File: src/core/tewc_pkg.sv
// package: register map, field positions, resets and clock-source codes for the event/window counter
package tewc_pkg;
    localparam logic [7:0]  ADDR_CTRL     = 8'h23;
    localparam logic [7:0]  ADDR_CMP_LO   = 8'h24;
    localparam logic [7:0]  ADDR_CMP_HI   = 8'h25;
    localparam int          CTRL_MODE_POS = 0;
    localparam int          CTRL_CK_LSB   = 2;
    localparam int          CTRL_RUN_POS  = 5;
    localparam logic [15:0] CMP_RESET     = 16'hFFFF;
    localparam logic [7:0]  CMP_LO_RESET  = 8'hFF;
    localparam logic [2:0]  CK_RESET      = 3'h0;
    localparam logic [15:0] CNT_RESET     = 16'h0000;
    localparam int          PM_WIDTH      = 2;
    typedef enum logic [2:0] {
        TEWC_CK_TAP0  = 3'h0,
        TEWC_CK_TAP1  = 3'h1,
        TEWC_CK_TAP2  = 3'h2,
        TEWC_CK_TAP3  = 3'h3,
        TEWC_CK_FAST  = 3'h4,
        TEWC_CK_SLOW  = 3'h5,
        TEWC_CK_RSVD  = 3'h6,
        TEWC_CK_PIN   = 3'h7
    } tewc_ck_t;
    // power state as seen by the counter
    typedef enum logic [1:0] {
        TEWC_PM_NORMAL = 2'h0,
        TEWC_PM_FIRST_LOW_SPEED_MODE  = 2'h1,
        TEWC_PM_SECOND_LOW_SPEED_MODE  = 2'h3,
        TEWC_PM_SLEEP  = 2'h2
    } tewc_pm_t;
    // divider taps, one pulse per tap period, from the clock/power block
    typedef struct packed {
        logic fc_div23;
        logic fc_div13;
        logic fc_div8;
        logic fc_div3;
        logic fc_tick;
        logic fs_div15;
        logic fs_div5;
        logic fs_tick;
    } tewc_taps_t;
endpackage

File: src/core/tewc_counter.sv
// 16-bit timer / event counter / window counter with two-byte compare register
`timescale 1ns/1ns
`default_nettype none
// Notes on behaviour
// three modes: internal timer, external edge count, gated window count.
// control bit 0 picks window mode; pin clock source gives edge counting.
// run bit 5 starts; clearing it stops and zeroes the counter.
// codes 000..011 and 101 pick divider taps per power mode.
// code 111 uses the count pin; code 110 is reserved.
// code 100 is the raw fast clock, timer mode in second slow mode only.
// software changes mode and source only while stopped.
// compare written low then high; a lone byte write has no effect; here a lone high byte still loads with the raw fast clock selected.
// old compare stays active until the high byte completes the pair.
// software loads compare above 1, upper five bits above 1 at warm-up.
// control bits 7, 6 and 1 read undefined; here they read zero.
// entering stop mode clears the run bit automatically.
// timer mode with fast or slow clock can time oscillator warm-up.
// timer mode matches, pulses interrupt, clears and keeps counting.
// raw fast clock in second slow mode matches upper five bits only.
// event mode counts rising pin edges, resuming after each clear.
// event mode checks the match on the pin's falling edge.
// pin high and low each last at least two machine cycles.
// window mode counts internal ticks while the pin is high.
// window gate toggles much slower than the counting clock.
// window mode unusable in slow and sleep; software stops first.
module tewc_counter
(
    // clock and reset
    input  wire logic                 clk_sys,
    input  wire logic                 rst,
    // register port
    input  wire logic [7:0]           reg_addr,
    input  wire logic [7:0]           reg_wdata,
    input  wire logic                 reg_wr,
    input  wire logic                 reg_rd,
    output logic      [7:0]           reg_rdata,
    // system state
    input  wire tewc_pkg::tewc_taps_t taps,
    input  wire tewc_pkg::tewc_pm_t   power_mode,
    input  wire logic                 stop_mode_entry,
    input  wire logic                 divider_base_select,
    // external count / gate pin
    input  wire logic                 count_pin,
    // match event
    output logic                      match_interrupt
);
    logic        pin_meta_ff;
    logic        pin_sync_ff;
    logic        pin_prev_ff;
    logic        run_ff;
    logic        mode_ff;
    logic [2:0]  ck_ff;
    logic [7:0]  lo_hold_ff;
    logic        lo_pend_ff;
    logic [15:0] cmp_ff;
    logic [15:0] cnt_ff;
    logic [15:0] nxt_cnt;
    logic        irq_ff;
    logic [7:0]  rdata_ff;
    logic        tick;
    logic        pin_rise;
    logic        pin_fall;
    logic        hit;
    logic        fast_sel;
    logic        slow_pm;
    logic        nxt_irq;

    // pin is asynchronous to clk_sys, two stages before any use
    always_ff @(posedge clk_sys)
    begin
        if (rst)
        begin
            pin_meta_ff <= 1'b0;
            pin_sync_ff <= 1'b0;
            pin_prev_ff <= 1'b0;
        end
        else
        begin
            pin_meta_ff <= count_pin;
            pin_sync_ff <= pin_meta_ff;
            pin_prev_ff <= pin_sync_ff;
        end
    end

    // the edge detector looks at the second stage and the stage after it, never the first
    AST_SYNC_STAGE: assert property (@(posedge clk_sys) disable iff (rst)
        pin_meta_ff != pin_sync_ff
        |=> pin_sync_ff == $past(pin_meta_ff))
        else $error("pin synchroniser skipped a stage");

    assign pin_rise = pin_sync_ff & ~pin_prev_ff;
    assign pin_fall = ~pin_sync_ff & pin_prev_ff;
    assign slow_pm  = (power_mode == tewc_pkg::TEWC_PM_FIRST_LOW_SPEED_MODE) || (power_mode == tewc_pkg::TEWC_PM_SECOND_LOW_SPEED_MODE)
                      || (power_mode == tewc_pkg::TEWC_PM_SLEEP);
    assign fast_sel = (ck_ff == tewc_pkg::TEWC_CK_FAST) && !mode_ff
                      && (power_mode == tewc_pkg::TEWC_PM_SECOND_LOW_SPEED_MODE);

    // source clock select; codes 000 and 001 take low-frequency taps in slow modes or with divider base set
    always_comb
    begin
        unique case (tewc_pkg::tewc_ck_t'(ck_ff))
            tewc_pkg::TEWC_CK_TAP0: tick = (slow_pm || divider_base_select) ? taps.fs_div15 : taps.fc_div23;
            tewc_pkg::TEWC_CK_TAP1: tick = (slow_pm || divider_base_select) ? taps.fs_div5 : taps.fc_div13;
            tewc_pkg::TEWC_CK_TAP2: tick = !slow_pm && taps.fc_div8;
            tewc_pkg::TEWC_CK_TAP3: tick = !slow_pm && taps.fc_div3;
            tewc_pkg::TEWC_CK_FAST: tick = fast_sel && taps.fc_tick;
            tewc_pkg::TEWC_CK_SLOW: tick = !slow_pm && taps.fs_tick;
            tewc_pkg::TEWC_CK_RSVD: tick = 1'b0;
            tewc_pkg::TEWC_CK_PIN:  tick = pin_rise;
        endcase
    end

    // the raw fast clock is refused unless timer mode runs in the second slow mode
    AST_FAST_GATED: assert property (@(posedge clk_sys) disable iff (rst)
        run_ff && ck_ff == tewc_pkg::TEWC_CK_FAST && !fast_sel && !hit
        |=> $stable(cnt_ff))
        else $error("fast clock counted outside its mode");

    AST_RSVD_IDLE: assert property (@(posedge clk_sys) disable iff (rst)
        run_ff && !mode_ff && ck_ff == 3'h6 && !hit |=> $stable(cnt_ff))
        else $error("reserved source counted");

    // fast source compares the upper five bits only; event mode checks on the falling edge
    assign hit = fast_sel ? (cnt_ff[15:11] == cmp_ff[15:11]) : (cnt_ff == cmp_ff);

    always_comb
    begin
        nxt_cnt = cnt_ff;
        nxt_irq = 1'b0;
        if (!run_ff)
        begin
            nxt_cnt = tewc_pkg::CNT_RESET;
        end
        else if (mode_ff)
        begin
            // window: internal ticks gated by the pin; no count in slow modes
            if (ck_ff == tewc_pkg::TEWC_CK_PIN || slow_pm)
                nxt_cnt = cnt_ff;
            else if (hit)
            begin
                nxt_cnt = tewc_pkg::CNT_RESET;
                nxt_irq = 1'b1;
            end
            else if (tick && pin_sync_ff)
                nxt_cnt = cnt_ff + 16'h0001;
        end
        else if (ck_ff == tewc_pkg::TEWC_CK_PIN)
        begin
            if (pin_fall && hit)
            begin
                nxt_cnt = tewc_pkg::CNT_RESET;
                nxt_irq = 1'b1;
            end
            else if (pin_rise)
                nxt_cnt = cnt_ff + 16'h0001;
        end
        else if (hit)
        begin
            nxt_cnt = tewc_pkg::CNT_RESET;
            nxt_irq = 1'b1;
        end
        else if (tick)
            nxt_cnt = cnt_ff + 16'h0001;
    end

    always_ff @(posedge clk_sys)
    begin
        if (rst)
        begin
            cnt_ff <= tewc_pkg::CNT_RESET;
            irq_ff <= 1'b0;
        end
        else
        begin
            cnt_ff <= nxt_cnt;
            irq_ff <= nxt_irq;
        end
    end

    assign match_interrupt = irq_ff;

    // each counter step depends only on the cycle before it
    AST_STOP_CLEARS: assert property (@(posedge clk_sys) disable iff (rst)
        !run_ff |=> cnt_ff == 16'h0000)
        else $error("counter not zero while stopped");

    AST_MATCH_CLEARS: assert property (@(posedge clk_sys) disable iff (rst)
        irq_ff |-> cnt_ff == 16'h0000)
        else $error("counter not cleared on match");

    AST_EVENT_FALL: assert property (@(posedge clk_sys) disable iff (rst)
        run_ff && !mode_ff && ck_ff == 3'h7 && nxt_irq |-> pin_fall)
        else $error("event match away from falling edge");

    AST_WINDOW_GATE: assert property (@(posedge clk_sys) disable iff (rst)
        run_ff && mode_ff && !pin_sync_ff && !nxt_irq |=> $stable(cnt_ff) || !$past(run_ff))
        else $error("window counted with gate low");

    AST_TIMER_STEP: assert property (@(posedge clk_sys) disable iff (rst)
        run_ff && !mode_ff && ck_ff != 3'h7 && !hit && tick
        |=> cnt_ff == $past(cnt_ff) + 16'h0001)
        else $error("timer missed a tick");

    AST_EVENT_RISE: assert property (@(posedge clk_sys) disable iff (rst)
        run_ff && !mode_ff && ck_ff == 3'h7 && pin_rise
        |=> cnt_ff == $past(cnt_ff) + 16'h0001)
        else $error("event counter missed a rising edge");

    AST_EVENT_HOLD: assert property (@(posedge clk_sys) disable iff (rst)
        run_ff && !mode_ff && ck_ff == 3'h7 && !pin_rise && !pin_fall
        |=> $stable(cnt_ff))
        else $error("event counter moved without a pin edge");

    AST_WINDOW_STEP: assert property (@(posedge clk_sys) disable iff (rst)
        run_ff && mode_ff && ck_ff != 3'h7 && !slow_pm && !hit && tick && pin_sync_ff
        |=> cnt_ff == $past(cnt_ff) + 16'h0001)
        else $error("window missed a tick with gate high");

    AST_SLOW_WINDOW: assert property (@(posedge clk_sys) disable iff (rst)
        run_ff && mode_ff && slow_pm
        |=> $stable(cnt_ff))
        else $error("window counted in a slow mode");

    AST_IRQ_PULSE: assert property (@(posedge clk_sys) disable iff (rst)
        irq_ff && !fast_sel && cmp_ff > 16'h0001
        |=> !irq_ff)
        else $error("match interrupt longer than one cycle");

    AST_IRQ_SOURCE: assert property (@(posedge clk_sys) disable iff (rst)
        irq_ff
        |-> $past(run_ff))
        else $error("match interrupt while stopped");

    // control register; stop-mode entry wins over a same-cycle write of the run bit
    always_ff @(posedge clk_sys)
    begin
        if (rst)
        begin
            run_ff  <= 1'b0;
            mode_ff <= 1'b0;
            ck_ff   <= tewc_pkg::CK_RESET;
        end
        else
        begin
            if (reg_wr && reg_addr == tewc_pkg::ADDR_CTRL)
            begin
                run_ff  <= reg_wdata[tewc_pkg::CTRL_RUN_POS];
                mode_ff <= reg_wdata[tewc_pkg::CTRL_MODE_POS];
                ck_ff   <= reg_wdata[tewc_pkg::CTRL_CK_LSB +: 3];
            end
            if (stop_mode_entry)
                run_ff <= 1'b0;
        end
    end

    AST_STOP_ENTRY: assert property (@(posedge clk_sys) disable iff (rst)
        stop_mode_entry |=> !run_ff)
        else $error("run bit survived stop entry");

    AST_CTRL_WRITE: assert property (@(posedge clk_sys) disable iff (rst)
        reg_wr && reg_addr == tewc_pkg::ADDR_CTRL
        |=> mode_ff == $past(reg_wdata[tewc_pkg::CTRL_MODE_POS]))
        else $error("mode bit not written");

    AST_RUN_WRITE: assert property (@(posedge clk_sys) disable iff (rst)
        reg_wr && reg_addr == tewc_pkg::ADDR_CTRL && !stop_mode_entry
        |=> run_ff == $past(reg_wdata[tewc_pkg::CTRL_RUN_POS]))
        else $error("run bit not written");

    // compare pair: low byte parks, high byte commits both together
    always_ff @(posedge clk_sys)
    begin
        if (rst)
        begin
            lo_hold_ff <= tewc_pkg::CMP_LO_RESET;
            lo_pend_ff <= 1'b0;
            cmp_ff     <= tewc_pkg::CMP_RESET;
        end
        else if (reg_wr && reg_addr == tewc_pkg::ADDR_CMP_LO)
        begin
            lo_hold_ff <= reg_wdata;
            lo_pend_ff <= 1'b1;
        end
        else if (reg_wr && reg_addr == tewc_pkg::ADDR_CMP_HI)
        begin
            lo_pend_ff <= 1'b0;
            if (lo_pend_ff)
                cmp_ff <= {reg_wdata, lo_hold_ff};
            else if (fast_sel)
                cmp_ff <= {reg_wdata, cmp_ff[7:0]};
        end
    end

    AST_LONE_HIGH: assert property (@(posedge clk_sys) disable iff (rst)
        reg_wr && reg_addr == 8'h25 && !lo_pend_ff && !fast_sel |=> $stable(cmp_ff))
        else $error("lone high byte changed compare");

    AST_LOW_HOLDS: assert property (@(posedge clk_sys) disable iff (rst)
        reg_wr && reg_addr == 8'h24 |=> $stable(cmp_ff))
        else $error("low byte changed active compare");

    AST_PAIR_COMMIT: assert property (@(posedge clk_sys) disable iff (rst)
        reg_wr && reg_addr == 8'h25 && lo_pend_ff |=> cmp_ff == {$past(reg_wdata), $past(lo_hold_ff)})
        else $error("pair not committed");

    AST_FAST_HIGH: assert property (@(posedge clk_sys) disable iff (rst)
        reg_wr && reg_addr == tewc_pkg::ADDR_CMP_HI && !lo_pend_ff && fast_sel
        |=> cmp_ff == {$past(reg_wdata), $past(cmp_ff[7:0])})
        else $error("high byte alone not taken for fast clock");

    AST_PEND_SET: assert property (@(posedge clk_sys) disable iff (rst)
        reg_wr && reg_addr == tewc_pkg::ADDR_CMP_LO
        |=> lo_pend_ff && lo_hold_ff == $past(reg_wdata))
        else $error("low byte not parked");

    AST_PEND_CLEAR: assert property (@(posedge clk_sys) disable iff (rst)
        reg_wr && reg_addr == tewc_pkg::ADDR_CMP_HI
        |=> !lo_pend_ff)
        else $error("parked low byte survived a high write");

    // read data one cycle after the strobe; undefined control bits read zero
    always_ff @(posedge clk_sys)
    begin
        if (rst)
            rdata_ff <= 8'h00;
        else if (reg_rd)
        begin
            unique case (reg_addr)
                tewc_pkg::ADDR_CTRL:   rdata_ff <= {2'h0, run_ff, ck_ff, 1'b0, mode_ff};
                tewc_pkg::ADDR_CMP_LO: rdata_ff <= cmp_ff[7:0];
                tewc_pkg::ADDR_CMP_HI: rdata_ff <= cmp_ff[15:8];
                default:               rdata_ff <= 8'h00;
            endcase
        end
        else
            rdata_ff <= 8'h00;
    end

    assign reg_rdata = rdata_ff;

    AST_CTRL_READ: assert property (@(posedge clk_sys) disable iff (rst)
        reg_rd && reg_addr == 8'h23 |=> reg_rdata[7:6] == 2'h0 && reg_rdata[1] == 1'b0)
        else $error("undefined control bits not zero");

    AST_RDATA_IDLE: assert property (@(posedge clk_sys) disable iff (rst)
        !reg_rd
        |=> reg_rdata == 8'h00)
        else $error("read data outside its cycle");

    AST_CMP_LOW_READ: assert property (@(posedge clk_sys) disable iff (rst)
        reg_rd && reg_addr == tewc_pkg::ADDR_CMP_LO
        |=> reg_rdata == $past(cmp_ff[7:0]))
        else $error("compare low byte read wrong");

    AST_CMP_HIGH_READ: assert property (@(posedge clk_sys) disable iff (rst)
        reg_rd && reg_addr == tewc_pkg::ADDR_CMP_HI
        |=> reg_rdata == $past(cmp_ff[15:8]))
        else $error("compare high byte read wrong");
endmodule
`default_nettype wire

File: config.mk
export PLATFORM = sky130hd
export DESIGN_NAME = tewc_counter
export DESIGN_NICKNAME = d
export VERILOG_FILES = /design/src/core/tewc_pkg.sv /design/src/core/tewc_counter.sv
export SDC_FILE = /design/constraint.sdc
export NUM_CORES = 1
export LEC_CHECK = 0
export BUFFER_PORTS_ARGS = -buffer_cell sky130_fd_sc_hd__clkbuf_2
export CORE_MARGIN = 2
export CORE_UTILIZATION = 31
export CTS_BUF_LIST = sky130_fd_sc_hd__clkbuf_8
export CTS_CLUSTER_DIAMETER = 50
export DETAILED_ROUTE_END_ITERATION = 7
export HOLD_SLACK_MARGIN = 0.15
export PLACE_DENSITY = 0.53
export SKIP_CTS_REPAIR_TIMING = 1
export SLEW_MARGIN = 5
export SYNTH_ARGS = -nofsm -noshare
export SYNTH_HDL_FRONTEND = slang
export SYNTH_SLANG_ARGS = --single-unit
export TNS_END_PERCENT = 100
File: constraint.sdc
create_clock -name clk_sys -period 3.29 [get_ports clk_sys]
set_input_delay 0.329 -clock clk_sys [delete_from_list [all_inputs] [get_ports clk_sys]]
set_output_delay 0.329 -clock clk_sys [all_outputs]
set_load 0.01 [all_outputs]
==> flow_metrics.tcl, run 1 <==
set metrics [dict create \
    synth_sequential_area_ratio_pct 40.05 \
    ctsLongestPathBuffers 2 \
    routed_via_density 5.295 \
    chipHeight_um 100.7 \
    final-max-slew-violation-count 0 \
    cp_max_fo 10 \
    floorplan.io_pins 42 \
    tritoncts_clock_tree "built" \
    antenna_found_initial 0 \
    ys_types 50 \
    rsz0062_at_grt "false" \
    max-cap-violations 0 \
    setup.worst_path.start_class "register" \
    cp.buffers_inverters 0 \
    drcViolationCount 0 \
    initial_utilization_pct 31.67 \
    global_route_wire_length_before_repair_um 12940 \
    synthesis.area_per_instance_um2 8.680 \
    first_global_vias 2458 \
    cellPowerDensity_nw_per_um2 443.0 \
    synth_nets 368 \
    timing.final.ws_setup_ns 1.027 \
    synth_top_cell_by_area "dfxtp_1" \
    root_buffer "clkbuf_8" \
    worst_ir_drop_vdd_mv 0.2051 \
    period_minus_slack_ns 2.263 \
    placement.setup.worst_slack_ns 0.9548 \
    timing.critical_path.arrival_ns 2.46 \
    htreeDepth 3 \
    num-fill-cells 938 \
    final_util_pct 37.57 \
    cpLargestDelayFamily "compound AO/OA/AOI/OAI gates" \
    clock_latency_ns 0.34 \
    groute.usage.overall_pct 16.33 \
    postSynthCellCount 334 \
    synth_commonest_cells "dfxtp_1 (58), nand2_1 (56), nand3b_1 (18), nand3_1 (16)" \
    core_area_um2 9153 \
    synth_enable_flop_cells 0 \
    clock-sinks 58 \
    total_of_flip_flops_plus_latches_after_synthesis 58 \
    place_hpwl_um 5707 \
    synth_largest_type_area_fraction_pct 40.05 \
    place_area_um2 3199 \
    postSynth.topFlopCell "dfxtp_1" \
    finalHoldViolations 0 \
    worst-slew-pin-transition_ns 0.6395 \
    hp-class "input port to register" \
    congestion_overflow_gr 0 \
    ys.warnings.count 0 \
    antennaDiodeCount 0 \
    run_status "finished clean" \
    fmax_mhz 441.9 \
    area_of_the_die_um2 10140 \
    rows 35 \
    area_growth_pct 18.60 \
    drc_marker_count_from_the_first_detailed_route_iteration 115 \
    totalWireLength_um 7869 \
    setup-tns-final_ns 0 \
    finalClockSkew_ns 0.009449 \
    input_output_buffers 41 \
    first_pass_iters 5 \
    synthArstFlopShare_pct 0 \
    detailroute.via_count 2600 \
    timing.slew.headroom_pct 57.37 \
    crit_chain "a21boi_0, a311oi_1, o221ai_1, and2_1, o211ai_1, o22ai_1" \
    post_synth_instance_area_um2 2899 \
    drtAntennaViolNets 0 \
    maximum_number_of_pins_on_one_net_before_global_route_repair 37 \
    gp_congestion 0.7926 \
    critPathKind "register to register" \
    crit_path_top_delay_cell "dfxtp_1" \
    clk_transition_reported_paths_ns 0.07 \
    nets 409 \
    postLayoutCellArea_um2 3438 \
    critical_path.max_stage_delay_ns 0.54 \
    worstPathRequired_ns 3.48 \
    worst_setup_path_end_kind "register" \
    tritoncts.num_buffers 9 \
    synthMostInstantiatedCell "dfxtp_1" \
    wl_per_cell_um 16.03 \
    dominant_cells_by_area_after_synthesis "dfxtp_1 (40%), nand2_1 (7.3%), nand3b_1 (4.7%)" \
    final_min_period_over_clock_period_pct 68.78 \
    drive_above_1_share_pct 18.42 \
    p_leak_nw 1.312 \
    final_setup_violation_count 0 \
    die_x_um 100.7 \
]
-- worst reg2reg max path, stage by stage, from the launching register on --
cell	delay (ns)
dfxtp_1	0.54
a21boi_0	0.15
a311oi_1	0.31
o221ai_1	0.21
and2_1	0.20
o211ai_1	0.52
o22ai_1	0.19
-- routing by layer --
metal  GRT usage [%]  vias to the layer above  routed length (um)
li1                -                     1316                   -
met1           22.86                     1215                3787
met2           25.08                       57                3648
met3           2.774                       12                 304
met4           6.217                        0                 129
met5               0                        -                   0
-- power by group --
group	leakage, nW	switching [mW]	internal [mW]
clock network	0.121	0.289	0.465
logic	0.723	0.0361	0.0283
registers	0.469	0.00115	0.704
total	1.31	0.326	1.20
-- layout by cell type (no fill, tap or decap), drive strengths merged, types with 4 or more instances in the layout --
| cell type | netlist | final |
|---|---|---|
| nand3 | 16 | 16 |
| inv | 3 | 4 |
| a22oi | 7 | 7 |
| a222oi | 5 | 5 |
| or2 | 4 | 4 |
| a21oi | 8 | 8 |
| nor2 | 14 | 14 |
| a22o | 7 | 7 |
| o22ai | 7 | 7 |
| or3 | 11 | 11 |
| mux2i | 5 | 5 |
| xnor2 | 14 | 14 |
| nor2b | 14 | 14 |
| a32o | 7 | 7 |
| nor3 | 14 | 14 |
| nand2 | 56 | 56 |
| nand3b | 18 | 18 |
| a211o | 8 | 8 |
| buf | 6 | 5 |
| and3 | 5 | 5 |
| dfxtp | 58 | 58 |
| clkbuf | 11 | 52 |
-- flip-flops by register name, indices dropped and copies added (netlist names) --
signal,count
lo_hold_ff,8
mode_ff,1
ck_ff,3
match_interrupt,1
pin_sync_ff,1
lo_pend_ff,1
pin_prev_ff,1
run_ff,1
cnt_ff,16
reg_rdata,8
pin_meta_ff,1
cmp_ff,16
-- per-stage QoR --
step,power [mW],cells,hold slack [ns]
6_report,1.523,491,0.1980
5_1_grt,1.569,491,0.1938
4_1_cts,1.533,490,0.1410
3_5_place_dp,0.7849,474,0.4247
3_3_place_gp,0.7845,474,0.4231
2_1_floorplan,0.7511,334,0.4006
-- kinds of logic after synthesis --
kind of cell | after synthesis | synth area share, %
xor+xnor | 17 | 5.136
fa+ha+maj | 1 | 0.4315
compound gates | 67 | 18.39
mux | 5 | 1.726
buf+inv | 20 | 3.193
simple gates | 166 | 31.08
flops | 58 | 40.05
-- area by class of cell --
| type | instances | area (um2) | area share (%) |
|---|---|---|---|
| Timing Repair Buffer | 47 | 252.7 | 7.351 |
| Sequential cell | 58 | 1161 | 33.77 |
| Clock buffer | 11 | 151.4 | 4.403 |
| Clock inverter | 5 | 77.57 | 2.256 |
| Tap cell | 111 | 138.9 | 4.039 |
| Inverter | 3 | 11.26 | 0.3275 |
| Multi-Input combinational cell | 256 | 1645 | 47.85 |
-- path summary, 6_finish.rpt --
check / slack [ns] / endpoint / depth (start not counted) / start
worst max register to register: 1.03 / cnt_ff[15] / 6 / ck_ff[0]
worst min register to register: 0.44 / pin_sync_ff / 1 / pin_meta_ff
worst max-delay path: 1.03 / cnt_ff[15] / 6 / ck_ff[0]
worst min-delay path: 0.20 / pin_meta_ff / 2 / count_pin
Note: power is estimated with default switching activity, not from simulation.
==> run 2: changes to the inputs <==
==> constraint.sdc (replaced) <==
create_clock -name clk_sys -period 2.4 [get_ports clk_sys]
set_input_delay 0.24 -clock clk_sys [delete_from_list [all_inputs] [get_ports clk_sys]]
set_output_delay 0.24 -clock clk_sys [all_outputs]
set_load 0.01 [all_outputs]
==> flow_metrics.tcl, run 2 (synthesis gave the netlist of run 1 again) <==
set metrics [dict create \
    antenna_found_initial 0 \
    setup-tns-final_ns 0 \
    drtAntennaViolNets 0 \
    clock-sinks 58 \
    area_growth_pct 23.09 \
    ctsLongestPathBuffers 2 \
    finalHoldViolations 0 \
    input_output_buffers 41 \
    detailroute.via_count 2672 \
    timing.final.ws_setup_ns 0.2290 \
    final_setup_violation_count 0 \
    worst_setup_path_end_kind "register" \
    nets 425 \
    timing.slew.headroom_pct 58.21 \
    timing.critical_path.arrival_ns 2.41 \
    max-cap-violations 0 \
    cp_max_fo 14 \
    tritoncts_clock_tree "built" \
    final-max-slew-violation-count 0 \
    critPathKind "register to register" \
    congestion_overflow_gr 0 \
    timing.hold.worst.start "rst" \
    final_util_pct 38.99 \
    placement.setup.worst_slack_ns 0.1894 \
    gp_congestion 0.9059 \
    wl_per_cell_um 15.73 \
    floorplan.io_pins 42 \
    hp-class "input port to register" \
    first_pass_iters 5 \
    regToRegSetupSlack_ns 0.23 \
    timing.critical_path.from "ck_ff[1]" \
    top_regs "cmp_ff: 16 flops, cnt_ff: 16 flops" \
    totalWireLength_um 7976 \
    maximum_number_of_pins_on_one_net_before_global_route_repair 33 \
    setup.worst_path.start_class "register" \
    power_mw 2.087 \
    worst_ir_drop_vdd_mv 0.3699 \
    root_buffer "clkbuf_8" \
    worst_r2r_startpoint "ck_ff[1]" \
    chipHeight_um 100.7 \
    crit_path_top_delay_cell "nor4b_1" \
    run_status "finished clean" \
    htreeDepth 3 \
    clock_latency_ns 0.34 \
    crit_chain "nor4b_1, and3_1, o211ai_1, buf_4, a22o_1, a32o_1" \
    layout_commonest_cell "dfxtp_1" \
    worst_hold_path.endpoint "pin_sync_ff" \
    drcViolationCount 0 \
    global_route_wire_length_before_repair_um 13250 \
    rsz0062_at_grt "false" \
    final-instance-count-excl-fill 507 \
    crit-reg2reg-capture "cnt_ff[14]" \
    area_of_the_die_um2 10140 \
    worst-slew-pin-transition_ns 0.6268 \
    fmax_mhz 460.6 \
    finalClockSkew_ns 0.01005 \
    dp.cells 485 \
    place_hpwl_um 5857 \
    worst_reg2reg_path_length_in_cells 6 \
    core_area_um2 9153 \
    die_x_um 100.7 \
    worstPathRequired_ns 2.64 \
    groute.usage.overall_pct 16.63 \
    period_minus_slack_ns 2.171 \
    hold_path_depth 2 \
    antennaDiodeCount 0 \
    final_cell_mix "dfxtp_1 (58), nand2_1 (56), clkbuf_2 (41)" \
    critical_path.max_stage_delay_ns 0.44 \
    rows 35 \
    first_global_vias 2664 \
    initial_utilization_pct 31.67 \
    drive_above_1_share_pct 20.71 \
    routed_via_density 5.270 \
    final_min_period_over_clock_period_pct 90.46 \
    clk_transition_reported_paths_ns 0.07 \
    p_leak_nw 1.380 \
    tritoncts.num_buffers 9 \
    drc_marker_count_from_the_first_detailed_route_iteration 144 \
    cellPowerDensity_nw_per_um2 584.8 \
]
[run 2: worst max-delay path, delay by kind of cell, from the launching register on]
| family | cells | cell delay [ns] |
|---|---|---|
| AND/OR/NAND/NOR | 2 | 0.80 |
| buffers and inverters | 1 | 0.24 |
| AO/OA/AOI/OAI | 3 | 0.65 |
| flip-flops | 1 | 0.37 |
[run 2: routing by layer]
layer	routed length, um	global-route usage (%)	up-vias
met5	0	0	-
met4	163	6.639	0
met3	357	3.329	16
met2	3641	26.62	74
met1	3813	21.91	1239
li1	-	-	1343
[run 2: worst max-delay path by stage]
stage	to	depth (start not counted)	slack, ns
2_1_floorplan	cmp_ff[14]	7	0.37
3_3_place_gp	lo_pend_ff	7	0.22
3_5_place_dp	lo_pend_ff	7	0.19
4_1_cts	cnt_ff[12]	6	0.23
5_1_grt	cnt_ff[4]	7	0.06
6_report	cnt_ff[14]	6	0.23
[run 2: layout make-up]
| class | count | area (um2) |
|---|---|---|
| multi-input cells | 256 | 1645 |
| clock buffers | 9 | 123.9 |
| fillers | 936 | 5584 |
| clock inverters | 7 | 102.6 |
| well taps | 111 | 138.9 |
| repair buffers | 63 | 385.4 |
| flip-flops and latches | 58 | 1161 |
| inverters | 3 | 11.26 |
[run 2: power breakdown]
group,internal (mW),total [mW],switching (mW),leakage [nW]
Clock,0.593,1.02,0.432,0.110
Sequential,0.964,0.966,0.00139,0.469
Combinational,0.0452,0.0967,0.0515,0.802
[run 2: per-stage QoR]
| stage | instance area (um2) | hold WS (ns) |
|---|---|---|
| global route | 3568 | 0.1545 |
| finish | 3568 | 0.1471 |
| detailed placement | 3282 | 0.4115 |
| floorplan | 2899 | 0.3116 |
| global placement | 3282 | 0.4153 |
| CTS | 3508 | 0.05345 |
==> run 3: changes to the inputs <==
--- a/config.mk
+++ b/config.mk
@@ -6,6 +6,7 @@
 export NUM_CORES = 1
 export LEC_CHECK = 0
 export BUFFER_PORTS_ARGS = -buffer_cell sky130_fd_sc_hd__clkbuf_2
+export CORE_ASPECT_RATIO = 1.25
 export CORE_MARGIN = 2
 export CORE_UTILIZATION = 31
 export CTS_BUF_LIST = sky130_fd_sc_hd__clkbuf_8
==> flow_metrics.tcl, run 3 (synthesis gave the netlist of run 1 again) <==
set metrics [dict create \
    run_status "finished clean" \
    top_regs "cmp_ff: 16 flops, cnt_ff: 16 flops" \
    period_minus_slack_ns 2.142 \
    ctsLongestPathBuffers 2 \
    timing.final.ws_setup_ns 0.2576 \
    tritoncts_clock_tree "built" \
    area_growth_pct 20.37 \
    floorplan.io_pins 42 \
    critPathKind "register to register" \
    root_buffer "clkbuf_8" \
    nets 420 \
    finalHoldViolations 0 \
    rsz0062_at_grt "false" \
    final_setup_violation_count 0 \
    setup.worst_path.start_class "register" \
    final_util_pct 38.24 \
    maximum_number_of_pins_on_one_net_before_global_route_repair 36 \
    input_output_buffers 41 \
    finalHoldWorstSlack_ns 0.1569 \
    detailroute.via_count 2668 \
    placement.setup.worst_slack_ns 0.2148 \
    rows 39 \
    core_area_um2 9125 \
    drc_marker_count_from_the_first_detailed_route_iteration 154 \
    wl_per_cell_um 15.61 \
    area_of_the_die_um2 10150 \
    worst_ir_drop_vdd_mv 0.3370 \
    final_cell_mix "dfxtp_1 (58), nand2_1 (56), clkbuf_2 (41)" \
    dp.cells 492 \
    p_leak_nw 1.324 \
    num-fill-cells 972 \
    timing.slew.headroom_pct 59.93 \
    worst-slew-pin-transition_ns 0.6010 \
    layout_commonest_cell "dfxtp_1" \
    place_area_um2 3259 \
    final_min_period_over_clock_period_pct 89.27 \
    clock-sinks 58 \
    place_hpwl_um 5890 \
    routed_via_density 5.191 \
    hp-class "input port to register" \
    drtAntennaViolNets 0 \
    worst_setup_path_end_kind "register" \
    clk_transition_reported_paths_ns 0.07 \
    cellPowerDensity_nw_per_um2 532.0 \
    antenna_found_initial 0 \
    tritoncts.num_buffers 9 \
    die_x_um 90.50 \
    htreeDepth 3 \
    totalWireLength_um 8023 \
    drive_above_1_share_pct 19.69 \
    first_pass_iters 6 \
    cp_max_fo 15 \
    max-cap-violations 0 \
    chipHeight_um 112.1 \
    final-instance-count-excl-fill 514 \
    fmax_mhz 466.8 \
    antennaDiodeCount 0 \
    first_global_vias 2581 \
    initial_utilization_pct 31.77 \
    clock_latency_ns 0.35 \
    timing.critical_path.arrival_ns 2.39 \
    groute.usage.overall_pct 16.69 \
    finalClockSkew_ns 0.007626 \
    drcViolationCount 0 \
    final-max-slew-violation-count 0 \
    congestion_overflow_gr 0 \
    worstPathRequired_ns 2.65 \
    global_route_wire_length_before_repair_um 13190 \
    gp_congestion 0.7931 \
    postLayoutCellArea_um2 3490 \
    power_mw 1.856 \
    setup-tns-final_ns 0 \
]
[run 3: cell count changes in the layout (fill, tap and decap cells not counted)]
cell        delta
buf_4          -5
clkinv_4       -2
clkinv_2       +3
inv_6          -1
bufinv_16      -2
clkinvlp_4     +2
[run 3: layout make-up]
type	count	area, um2	share of cell area (%)
Inverter	3	11.26	0.3227
Clock buffer	9	123.9	3.550
Timing Repair Buffer	58	347.8	9.968
Tap cell	123	153.9	4.410
Clock inverter	7	46.29	1.327
Multi-Input combinational cell	256	1645	47.15
Sequential cell	58	1161	33.27
[run 3: routing by layer]
layer / GRT usage, % / wire length (um)
met3: 3.960 / 406
met5: 0 / 0
met2: 27.46 / 3906
met4: 8.205 / 195
met1: 20.45 / 3514
[run 3: worst paths after layout]
check / slack [ns] / from / depth (start not counted) / end
worst max-delay path: 0.26 / cnt_ff[2] / 7 / cnt_ff[5]
worst min-delay path: 0.16 / reg_wdata[4] / 2 / cmp_ff[12]
worst max register to register: 0.26 / cnt_ff[2] / 7 / cnt_ff[5]
worst min register to register: 0.44 / pin_meta_ff / 1 / pin_sync_ff
[run 3: critical path: stages (launching register included)]
cell and delay (ns):
dfxtp_1 0.45, xnor2_1 0.16, nand4_1 0.12, nor3_1 0.39, o211ai_1 0.21, buf_4 0.25, a22o_1 0.22, a32o_1 0.24
[run 3: report_power, final]
| group | switching [mW] | leakage [nW] | internal, mW |
|---|---|---|---|
| Combinational | 0.0530 | 0.775 | 0.0466 |
| Clock | 0.422 | 0.0810 | 0.369 |
| Sequential | 0.00158 | 0.469 | 0.964 |
| Total | 0.476 | 1.32 | 1.38 |
